$ cat src/rtl/sscr_pkg.sv
// constants and types for the slot status and configuration registers
package sscr_pkg;
	localparam int unsigned REG_W = 16;
	localparam int unsigned SLOTS = 16;
	localparam logic [6:0] DEV_ADDR_DEF = 7'h42; // arbitrary default
	localparam logic [15:0] OFS_STATUS = 16'h0001;
	localparam logic [15:0] OFS_POPULATED = 16'h0002;
	localparam logic [15:0] OFS_TOKEN = 16'h0003;
	localparam logic [15:0] OFS_BUSY_MASK = 16'h0004;
	localparam logic [15:0] OFS_TRIG_MASK = 16'h0005;
	localparam logic [15:0] RST_POPULATED = 16'h0000;
	localparam logic [15:0] RST_TOKEN = 16'h0000;
	localparam logic [15:0] RST_BUSY_MASK = 16'h0000;
	localparam logic [15:0] RST_TRIG_MASK = 16'h0000;
	localparam logic [15:0] RST_STATUS = 16'h0000;
	localparam logic [15:0] RD_UNMAPPED = 16'h0000;
	localparam logic [3:0] RSV_HI = 4'h0;
	localparam logic RSV_B7 = 1'b0;
	// status field positions
	localparam int unsigned ST_B_FREQ_LO = 10;
	localparam int unsigned ST_A_FREQ_LO = 8;
	localparam int unsigned ST_BUSY = 6;
	localparam int unsigned ST_TRIG = 5;
	localparam int unsigned ST_PFAULT = 4;
	localparam int unsigned ST_A_LOL = 3;
	localparam int unsigned ST_A_LOS = 2;
	localparam int unsigned ST_B_LOL = 1;
	localparam int unsigned ST_B_LOS = 0;
	// detected clock frequency codes
	localparam logic [1:0] FREQ_UNDEF = 2'h0;
	localparam logic [1:0] FREQ_31M25 = 2'h1;
	localparam logic [1:0] FREQ_125M = 2'h2;
	localparam logic [1:0] FREQ_250M = 2'h3;
	// bit counter marks within one serial byte
	localparam logic [3:0] BIT_LAST = 4'h8;
	localparam logic [3:0] BIT_ACK = 4'h9;
	localparam logic [3:0] BIT_ZERO = 4'h0;
	localparam logic [3:0] BIT_ONE = 4'h1;

	typedef enum logic [2:0] {
		SSCR_IDLE = 3'h0,
		SSCR_DEV = 3'h1,
		SSCR_REG_HI = 3'h3,
		SSCR_REG_LO = 3'h2,
		SSCR_WR_HI = 3'h6,
		SSCR_WR_LO = 3'h7,
		SSCR_RD_HI = 3'h5,
		SSCR_RD_LO = 3'h4
	} sscr_state_t;

	typedef struct packed {
		logic [15:0] slot_busy;
		logic [15:0] slot_trig;
		logic [1:0] clock_b_freq;
		logic [1:0] clock_a_freq;
		logic power_fault;
		logic clock_a_lock_lost;
		logic clock_a_signal_lost;
		logic clock_b_lock_lost;
		logic clock_b_signal_lost;
	} sscr_pins_t;
endpackage

$ cat src/rtl/sscr_regs.sv
// serial-bus slave holding the module status and slot configuration registers
`timescale 1ns/1ns
`default_nettype none
module sscr_regs #(
	parameter logic [6:0] DEV_ADDR = sscr_pkg::DEV_ADDR_DEF
) (
	input wire logic clk,
	input wire logic nrst,
	input wire logic ce,
	input wire logic scl_i,
	input wire logic sda_i,
	output logic sda_o,
	output logic sda_oe,
	input wire sscr_pkg::sscr_pins_t pins,
	output logic [15:0] populated_slots,
	output logic [15:0] token_participation_mask,
	output logic busy_summary,
	output logic trig_summary
);
	sscr_pkg::sscr_pins_t pins_m_r;
	sscr_pkg::sscr_pins_t pins_s_r;
	logic [1:0] scl_m_r;
	logic [1:0] sda_m_r;
	logic scl_s_r;
	logic sda_s_r;
	logic scl_d_r;
	logic sda_d_r;
	logic [15:0] populated_r;
	logic [15:0] token_r;
	logic [15:0] busy_mask_r;
	logic [15:0] trig_mask_r;
	logic [15:0] status_r;
	logic [15:0] status_nxt;
	sscr_pkg::sscr_state_t state_r;
	sscr_pkg::sscr_state_t state_nxt;
	logic [3:0] cnt_r;
	logic [7:0] rx_r;
	logic [7:0] tx_r;
	logic [7:0] data_hi_r;
	logic [15:0] addr_r;
	logic [15:0] rd_addr;
	logic [15:0] rd_word;
	logic [7:0] tx_byte;
	logic rw_r;
	logic nack_r;
	logic oe_r;
	logic scl_rise;
	logic scl_fall;
	logic start_c;
	logic stop_c;
	logic rx_state;

	// two-flop synchronisers for the status pins, three flops for scl and sda
	always_ff @(posedge clk or negedge nrst) begin
		if (!nrst) begin
			pins_m_r <= '0;
			pins_s_r <= '0;
			scl_m_r <= 2'h3;
			sda_m_r <= 2'h3;
			scl_s_r <= 1'b1;
			sda_s_r <= 1'b1;
			scl_d_r <= 1'b1;
			sda_d_r <= 1'b1;
		end else if (ce) begin
			pins_m_r <= pins;
			pins_s_r <= pins_m_r;
			scl_m_r <= {scl_m_r[0], scl_i};
			sda_m_r <= {sda_m_r[0], sda_i};
			scl_s_r <= scl_m_r[1];
			sda_s_r <= sda_m_r[1];
			scl_d_r <= scl_s_r;
			sda_d_r <= sda_s_r;
		end
	end

	assign scl_rise = scl_s_r & ~scl_d_r;
	assign scl_fall = ~scl_s_r & scl_d_r;
	assign start_c = scl_s_r & scl_d_r & sda_d_r & ~sda_s_r;
	assign stop_c = scl_s_r & scl_d_r & ~sda_d_r & sda_s_r;
	assign rx_state = (state_r != sscr_pkg::SSCR_RD_HI) && (state_r != sscr_pkg::SSCR_RD_LO);

	// status word assembled from synchronised pins
	always_comb begin
		status_nxt = sscr_pkg::RST_STATUS;
		status_nxt[15:12] = sscr_pkg::RSV_HI;
		status_nxt[7] = sscr_pkg::RSV_B7;
		status_nxt[sscr_pkg::ST_B_FREQ_LO +: 2] = pins_s_r.clock_b_freq;
		status_nxt[sscr_pkg::ST_A_FREQ_LO +: 2] = pins_s_r.clock_a_freq;
		status_nxt[sscr_pkg::ST_BUSY] = |(pins_s_r.slot_busy & busy_mask_r);
		status_nxt[sscr_pkg::ST_TRIG] = |(pins_s_r.slot_trig & trig_mask_r);
		status_nxt[sscr_pkg::ST_PFAULT] = pins_s_r.power_fault;
		status_nxt[sscr_pkg::ST_A_LOL] = pins_s_r.clock_a_lock_lost;
		status_nxt[sscr_pkg::ST_A_LOS] = pins_s_r.clock_a_signal_lost;
		status_nxt[sscr_pkg::ST_B_LOL] = pins_s_r.clock_b_lock_lost;
		status_nxt[sscr_pkg::ST_B_LOS] = pins_s_r.clock_b_signal_lost;
	end

	always_ff @(posedge clk or negedge nrst) begin
		if (!nrst) begin
			status_r <= sscr_pkg::RST_STATUS;
		end else if (ce) begin
			status_r <= status_nxt;
		end
	end

	// read data mux; a read in the low byte prefetches the next word
	assign rd_addr = (state_r == sscr_pkg::SSCR_RD_LO) ? 16'(addr_r + 16'h0001) : addr_r;
	always_comb begin
		unique case (rd_addr)
			sscr_pkg::OFS_STATUS: rd_word = status_r;
			sscr_pkg::OFS_POPULATED: rd_word = populated_r;
			sscr_pkg::OFS_TOKEN: rd_word = token_r;
			sscr_pkg::OFS_BUSY_MASK: rd_word = busy_mask_r;
			sscr_pkg::OFS_TRIG_MASK: rd_word = trig_mask_r;
			default: rd_word = sscr_pkg::RD_UNMAPPED;
		endcase
	end

	// state after the acknowledge bit
	always_comb begin
		state_nxt = state_r;
		unique case (state_r)
			sscr_pkg::SSCR_IDLE: state_nxt = sscr_pkg::SSCR_IDLE;
			sscr_pkg::SSCR_DEV: state_nxt = rw_r ? sscr_pkg::SSCR_RD_HI : sscr_pkg::SSCR_REG_HI;
			sscr_pkg::SSCR_REG_HI: state_nxt = sscr_pkg::SSCR_REG_LO;
			sscr_pkg::SSCR_REG_LO: state_nxt = sscr_pkg::SSCR_WR_HI;
			sscr_pkg::SSCR_WR_HI: state_nxt = sscr_pkg::SSCR_WR_LO;
			sscr_pkg::SSCR_WR_LO: state_nxt = sscr_pkg::SSCR_WR_HI;
			sscr_pkg::SSCR_RD_HI: state_nxt = nack_r ? sscr_pkg::SSCR_IDLE : sscr_pkg::SSCR_RD_LO;
			sscr_pkg::SSCR_RD_LO: state_nxt = nack_r ? sscr_pkg::SSCR_IDLE : sscr_pkg::SSCR_RD_HI;
		endcase
	end

	assign tx_byte = (state_nxt == sscr_pkg::SSCR_RD_HI) ? rd_word[15:8] : rd_word[7:0];

	// byte engine: start, stop, bit shifting, acknowledge and transmit
	always_ff @(posedge clk or negedge nrst) begin
		if (!nrst) begin
			state_r <= sscr_pkg::SSCR_IDLE;
			cnt_r <= sscr_pkg::BIT_ZERO;
			rx_r <= 8'h00;
			tx_r <= 8'h00;
			data_hi_r <= 8'h00;
			addr_r <= 16'h0000;
			rw_r <= 1'b0;
			nack_r <= 1'b0;
			oe_r <= 1'b0;
		end else if (ce) begin
			if (stop_c) begin
				state_r <= sscr_pkg::SSCR_IDLE;
				oe_r <= 1'b0;
			end else if (start_c) begin
				state_r <= sscr_pkg::SSCR_DEV;
				cnt_r <= sscr_pkg::BIT_ZERO;
				nack_r <= 1'b0;
				oe_r <= 1'b0;
			end else if (state_r != sscr_pkg::SSCR_IDLE) begin
				if (scl_rise) begin
					if (cnt_r < sscr_pkg::BIT_LAST) begin
						rx_r <= {rx_r[6:0], sda_s_r};
					end
					if (cnt_r == sscr_pkg::BIT_LAST) begin
						nack_r <= sda_s_r;
					end
					cnt_r <= 4'(cnt_r + sscr_pkg::BIT_ONE);
				end else if (scl_fall) begin
					if (cnt_r == sscr_pkg::BIT_LAST) begin
						oe_r <= rx_state;
						unique case (state_r)
							sscr_pkg::SSCR_DEV: begin
								rw_r <= rx_r[0];
								if (rx_r[7:1] != DEV_ADDR) begin
									state_r <= sscr_pkg::SSCR_IDLE;
									oe_r <= 1'b0;
								end
							end
							sscr_pkg::SSCR_REG_HI: addr_r[15:8] <= rx_r;
							sscr_pkg::SSCR_REG_LO: addr_r[7:0] <= rx_r;
							sscr_pkg::SSCR_WR_HI: data_hi_r <= rx_r;
							sscr_pkg::SSCR_WR_LO: addr_r <= 16'(addr_r + 16'h0001);
							default: begin
							end
						endcase
					end else if (cnt_r == sscr_pkg::BIT_ACK) begin
						cnt_r <= sscr_pkg::BIT_ZERO;
						state_r <= state_nxt;
						if (state_r == sscr_pkg::SSCR_RD_LO) begin
							addr_r <= 16'(addr_r + 16'h0001);
						end
						if (state_nxt == sscr_pkg::SSCR_RD_HI || state_nxt == sscr_pkg::SSCR_RD_LO) begin
							tx_r <= tx_byte;
							oe_r <= ~tx_byte[7];
						end else begin
							oe_r <= 1'b0;
						end
					end else if (!rx_state && cnt_r != sscr_pkg::BIT_ZERO) begin
						tx_r <= {tx_r[6:0], 1'b0};
						oe_r <= ~tx_r[6];
					end
				end
			end
		end
	end

	// register writes; status and unmapped offsets ignore writes
	always_ff @(posedge clk or negedge nrst) begin
		if (!nrst) begin
			populated_r <= sscr_pkg::RST_POPULATED;
			token_r <= sscr_pkg::RST_TOKEN;
			busy_mask_r <= sscr_pkg::RST_BUSY_MASK;
			trig_mask_r <= sscr_pkg::RST_TRIG_MASK;
		end else if (ce && scl_fall && !stop_c && !start_c && cnt_r == sscr_pkg::BIT_LAST
				&& state_r == sscr_pkg::SSCR_WR_LO) begin
			unique case (addr_r)
				sscr_pkg::OFS_POPULATED: populated_r <= {data_hi_r, rx_r};
				sscr_pkg::OFS_TOKEN: token_r <= {data_hi_r, rx_r};
				sscr_pkg::OFS_BUSY_MASK: busy_mask_r <= {data_hi_r, rx_r};
				sscr_pkg::OFS_TRIG_MASK: trig_mask_r <= {data_hi_r, rx_r};
				default: begin
				end
			endcase
		end
	end

	// sda only ever pulls low
	always_ff @(posedge clk or negedge nrst) begin
		if (!nrst) begin
			sda_o <= 1'b0;
		end else if (ce) begin
			sda_o <= 1'b0;
		end
	end

	assign sda_oe = oe_r;
	assign populated_slots = populated_r;
	assign token_participation_mask = token_r;
	assign busy_summary = status_r[sscr_pkg::ST_BUSY];
	assign trig_summary = status_r[sscr_pkg::ST_TRIG];
endmodule
`default_nettype wire

$ cat config.mk
export PLATFORM = sky130hd
export DESIGN_NAME = sscr_regs
export DESIGN_NICKNAME = d
export VERILOG_FILES = /design/src/rtl/sscr_pkg.sv /design/src/rtl/sscr_regs.sv
export SDC_FILE = /design/constraint.sdc
export NUM_CORES = 1
export LEC_CHECK = 0
export BUFFER_PORTS_ARGS = -buffer_cell sky130_fd_sc_hd__buf_2
export CAP_MARGIN = 20
export CORE_UTILIZATION = 55
export CTS_CLUSTER_DIAMETER = 150
export CTS_CLUSTER_SIZE = 25
export DETAILED_ROUTE_END_ITERATION = 16
export GPL_ROUTABILITY_DRIVEN = 0
export PLACE_DENSITY = 0.88
export REMOVE_ABC_BUFFERS = 1
export SLEW_MARGIN = 0
export SYNTH_ARGS = -nofsm -noshare
export SYNTH_HDL_FRONTEND = slang
export SYNTH_SLANG_ARGS = --single-unit
$ cat constraint.sdc
create_clock -name clk -period 2.9 [get_ports clk]
set_clock_uncertainty 0.2 [all_clocks]
set_input_delay 0.435 -clock clk [delete_from_list [all_inputs] [get_ports clk]]
set_output_delay 0.435 -clock clk [all_outputs]
set_load 0.02 [all_outputs]
### Word level (Yosys, flattened, before mapping)

Cells that the tools add are included.

| operators by class | value |
|---|---|
| $add $sub $neg | 2 |
| order comparisons | 1 |
| equality and inequality tests | 30 |
| muxes and demuxes | 44 |
| bitwise gates (word level) | 19 |
| reduce and logical (&&, ||, !) cells | 42 |

Operator list:

| cell | count |
|---|---|
| one-hot mux 16 bit (5 select lines) | 1 |
| == test 16 x 2 -> 1 bit (second input constant) | 4 |
| == test 16 x 3 -> 1 bit (second input constant) | 4 |
| two-way mux 16 bit | 3 |
| two-way mux 3 bit | 12 |
| AND 16 bit | 2 |
| one-hot mux 8 bit (2 select lines) | 2 |
| AND reduction 8 bit | 4 |
| OR reduction 16 bit | 2 |
| two-way mux 4 bit | 6 |
| two-way mux 7 bit | 3 |
| one-hot mux 3 bit (7 select lines) | 1 |
| == test 3 bit (second input constant) | 6 |
| adder 16 x 1 -> 16 bit (second input constant) | 1 |
| == test 16 x 1 -> 1 bit (second input constant) | 1 |
| two-way mux 1 bit | 15 |
| nonzero test 3 bit | 5 |
| AND reduction 6 bit | 2 |
| inverter 1 bit | 10 |
| AND reduction 5 bit | 2 |
| nonzero test 2 bit | 5 |
| != test 3 x 1 -> 1 bit (second input constant) | 3 |
| != test 3 bit (second input constant) | 3 |
| AND reduction 9 bit | 1 |
| 20 further kinds | 40 |

| storage, ports and cells | value |
|---|---|
| register bits after elaboration | 214 |
| output and inout bits | 36 |

### Logic depth before layout (Yosys ltp)

| logic depth | value |
|---|---|
| depth after elaboration | 14 |
| gate-level depth with buffers | 11 |
| mapped depth without buffers | 9 |

### Worst setup path before layout

OpenSTA, ideal clock, no wires.

| path | value |
|---|---|
| kind | register to register |
| from | reg addr_r[0] |
| to | reg tx_r[1] |
| data arrival time | 2.856 ns |
| data required time | 2.635 ns |
| slack | -0.221 ns |
| stages on the path, launching flop included | 11 |
| clock period less this slack | 3.121 ns |
| cell sequence | dfrtp_1 > clkbuf_1 > inv_1 > ha_1 > or4b_2 > o22ai_2 > a22oi_1 > o211ai_1 > a221oi_1 > o31ai_1 > mux2_1 |

| on the way | value |
|---|---|
| longest elaborated chain between the ends | 7 |
| elaborated cells on any way between the ends | 11 |
| classes of those cells | 1 x add/sub; 5 x eq/ne; 5 x mux |

Ends and longest elaborated chain:

| item | line | RTL |
|---|---|---|
| start, declared | sscr_regs.sv:40 | `logic [15:0] addr_r;` |
| start signal, assigned | sscr_regs.sv:178 | `sscr_pkg::SSCR_REG_LO: addr_r[7:0] <= rx_r;` |
| start signal, assigned | sscr_regs.sv:180 | `sscr_pkg::SSCR_WR_LO: addr_r <= 16'(addr_r + 16'h0001);` |
| start signal, assigned | sscr_regs.sv:188 | `addr_r <= 16'(addr_r + 16'h0001);` |
| adder 16 x 1 -> 16 bit | sscr_regs.sv:107 | `assign rd_addr = (state_r == sscr_pkg::SSCR_RD_LO) ? 16'(addr_r + 16'h0001) : addr_r;` |
| two-way mux 16 bit * | n/a |  |
| == test 16 x 3 -> 1 bit, or another cell as far along | sscr_regs.sv:109 | `unique case (rd_addr)` |
| one-hot mux 16 bit (5 select lines) * | sscr_regs.sv:109 |  |
| two-way mux 8 bit * | sscr_regs.sv:134 | `assign tx_byte = (state_nxt == sscr_pkg::SSCR_RD_HI) ? rd_word[15:8] : rd_word[7:0];` |
| two-way mux 7 bit * | sscr_regs.sv:190 | `if (state_nxt == sscr_pkg::SSCR_RD_HI \|\| state_nxt == sscr_pkg::SSCR_RD_LO) begin` |
| two-way mux 7 bit * | sscr_regs.sv:184 | `end else if (cnt_r == sscr_pkg::BIT_ACK) begin` |
| end signal, assigned | sscr_regs.sv:191 | `tx_r <= tx_byte;` |
| end signal, assigned | sscr_regs.sv:197 | `tx_r <= {tx_r[6:0], 1'b0};` |
| end, declared | sscr_regs.sv:38 | `logic [7:0] tx_r;` |

Every way passes the cells marked *; elsewhere a longest branch is shown, timed or not. The select of a mux whose other input is x is not followed.
A chain may end at the register's enable or synchronous reset.

### Worst setup path after layout

| path | value |
|---|---|
| from | reg addr_r[0] |
| to | reg tx_r[3] |

Same word-level chain as after synthesis.

==> results.ini <==
[timing]
whs_ns = -0.002558
relSlewSlack = 0.5591
fmax_mhz = 325.0
layout_setup_ws_ns = -0.1770
fin_crit_ns = 3.077
slew_violations = 0
post-route-period-util = 1.061
hold_viol = 1
setup_viol = 1
fin_setup_tns_ns = -0.1770
worstMarginPinSlew_ns = 0.6614

[routing]
antenna_left = 0
vias_per_cell = 6.618
drt-initial-drc-count = 1055
drt_wl_total_um = 29770
wire_per_inst_um = 22.73
dr_total_vias = 8670
route.detailed.drc = 0
drt_first_pass_iters = 6

[pwr]
fin_total_pwr_mw = 5.609
peakVddDrop_v = 0.0004914
power_density_mw_per_mm2 = 445.3
leakage_nw = 5.659

[worst_setup_path]
crit_chain = inv_1, ha_1, buf_4, nand2_1, mux2i_1, buf_4, a22oi_1, o211ai_1, a221oi_1, o31ai_1, mux2_1
cp_max_fo = 7
endpoint_kind = flop
cpMaxStageDelayCell = a221oi_1
critical_path_class = reg -> reg
start_kind = flop
crit_required_ns = 3.08
crit_top_cell = buf_4
worst_ep_arrival_time_ns = 3.26
crit_path_max_incr_delay_ns = 0.50

[global_routing]
grt_max_degree = 72
grt_pass1_vias = 8428
grt_pass1_wl_um = 46370
gr-total-overflow = 0
grt_antenna_before_repair = 0
grtUsageTotal = 0.2994

[finish]
design_area_mm2 = 0.01260
fin_util = 0.6711
fin_cells = 1310
layout-drive-gt1-share = 0.3717
final_common_cell = dfrtp_1
n_antenna_cell = 0
layout_common_cells = dfrtp_1 (202), mux2_2 (174), buf_2 (79), buf_4 (73), nand2_1 (58)
nets = 1130
syn2layout_area_growth_pct = 19.21

[logic_synthesis]
synth_cell_type_count = 76
async_flop_share = 1.000
ys_seq_area_frac = 0.5078
ys_warn_count = 0
syn_avg_cell_area_um2 = 11.46
synthFlopType = dfrtp_1
synth_cells = 922
synth_area_mm2 = 0.01057
synth-edff-count = 0
synth_seq_cells = 214

[hold_path]
hold_class = in -> reg

[clock_network]
cts.htree.levels = 1
clk_path_buf_depth = 3
numCtsBuffers = 12
cts_tree = built
cts_sinks = 214
cts_root_buffer = clkbuf_16
insertion_delay_ns = 0.49
path_clk_slew_ns = 0.10

[die]
die_w_um = 140.6
rows = 50
initial_core_util = 0.5630
coreArea_mm2 = 0.01877
die-area_mm2 = 0.01977
die_h_um = 140.6
io_pins = 82

[place]
dp.cells = 1243
io_buffers = 80
dpl_cell_area_mm2 = 0.01158
pre_cts_slack_ns = -0.1055
dp_hpwl_um = 19410

[status]
status = complete, but fails checks
violations = hold timing, setup timing

[run]
maxCapViolCount = 0

-- cells in the mapped netlist (4+ instances only) --
master     instances  share of area
or3_1              4         0.0024
o22ai_1            9         0.0053
a211oi_1           5         0.0036
dfstp_2            8          0.020
inv_1             28         0.0099
o31ai_1           12         0.0085
o211a_1            4         0.0038
nand3_1           17         0.0081
xor2_1             4         0.0033
nor4_1             6         0.0036
xnor2_1            5         0.0041
buf_2              6         0.0028
a22oi_1           13         0.0092
a21oi_1           44          0.021
a31oi_1            5         0.0030
dfrtp_1          206           0.49
mux2_1             6         0.0064
nand4_1           10         0.0059
o21ai_0           32          0.015
mux2i_1            5         0.0047
ha_1              10          0.012
a221oi_1          16          0.013
clkbuf_1          50          0.018
nor3_1            12         0.0057
buf_1              6         0.0021
mux2_2           174           0.19
o21a_1             4         0.0028
nor2_1            35          0.012
o2111ai_1          6         0.0050
and3_1             4         0.0024
nand2_1           59          0.021
a22o_1             8         0.0066
and4_1             5         0.0041
nand2b_1           9         0.0053
nor2b_1            8         0.0047
a222oi_1           4         0.0038
o211ai_1          24          0.017
-- critical path: cells and delay by family (launching register included) --
family,cells,cell delay (ns)
buf+inv,3,0.47
mux,2,0.42
fa+ha+maj,1,0.34
compound gates,4,1.01
flops,1,0.46
simple gates,1,0.07
-- registers in the layout (all words and copies together), names as in the netlist, 11 cells and up --
| register | flops |
|---|---|
| addr_r | 16 |
| busy_mask_r | 16 |
| pins_m_r | 41 |
| pins_s_r | 41 |
| populated_slots | 16 |
| status_r | 11 |
| token_participation_mask | 16 |
| trig_mask_r | 16 |
-- final timing paths --
| path | end | depth (start not counted) | slack, ns | startpoint |
|---|---|---|---|---|
| worst max register to register | tx_r[3] | 11 | -0.18 | addr_r[0] |
| min in group asynchronous | rw_r | 2 | 0.30 | nrst |
| max in group asynchronous | sda_m_r[1] | 3 | 1.40 | nrst |
| worst max-delay path | tx_r[3] | 11 | -0.18 | addr_r[0] |
| worst min-delay path | pins_m_r[5] | 2 | -0.003 | pins[5] |
| worst min register to register | scl_s_r | 2 | 0.30 | scl_m_r[1] |
-- report_power, final --
group / total (mW) / switching [mW] / leakage (nW) / internal (mW)
clock: 1.77 / 0.989 / 0.164 / 0.781
combinational: 0.504 / 0.232 / 2.76 / 0.272
sequential: 3.34 / 0.143 / 2.74 / 3.19
total: 5.61 / 1.36 / 5.66 / 4.24
-- logic make-up (layout without fill, tap and decap cells) --
kind of cell,Yosys count,in the layout,share of synthesized area
multiplexers,185,185,0.1966
AO/OA/AOI/OAI,217,217,0.1435
buffers and inverters,93,246,0.03517
flip-flops,214,214,0.5078
AND/OR/NAND/NOR,193,194,0.09734
other,1,1,0.0003549
XOR/XNOR,9,9,0.007460
adder cells (fa/ha/maj),10,10,0.01184
-- area by class of cell --
type / instances / area, um2
multi-input cells: 616 / 4999
fillers: 1240 / 6172
clock inverters: 2 / 32.53
clock buffers: 14 / 307.8
inverters: 28 / 105.1
well taps: 234 / 292.8
flip-flops and latches: 214 / 5370
repair buffers: 202 / 1489
-- routing by layer --
layer	vias up	track usage	wire length, um
li1	3723	-	-
met1	4231	0.4026	11410
met2	579	0.4904	14050
met3	137	0.04857	2881
met4	0	0.1138	1430
met5	-	0	0
-- timing repair --
action                     4_1_cts  5_1_grt
buffers inserted                 1       10
resized for setup                6       38
pin swaps                        2       15
hold endpoints to repair       103        0
hold buffers                    38        0
cloned                           0        2
setup endpoints to repair        6       29
Power figures use the tool's default switching activity.
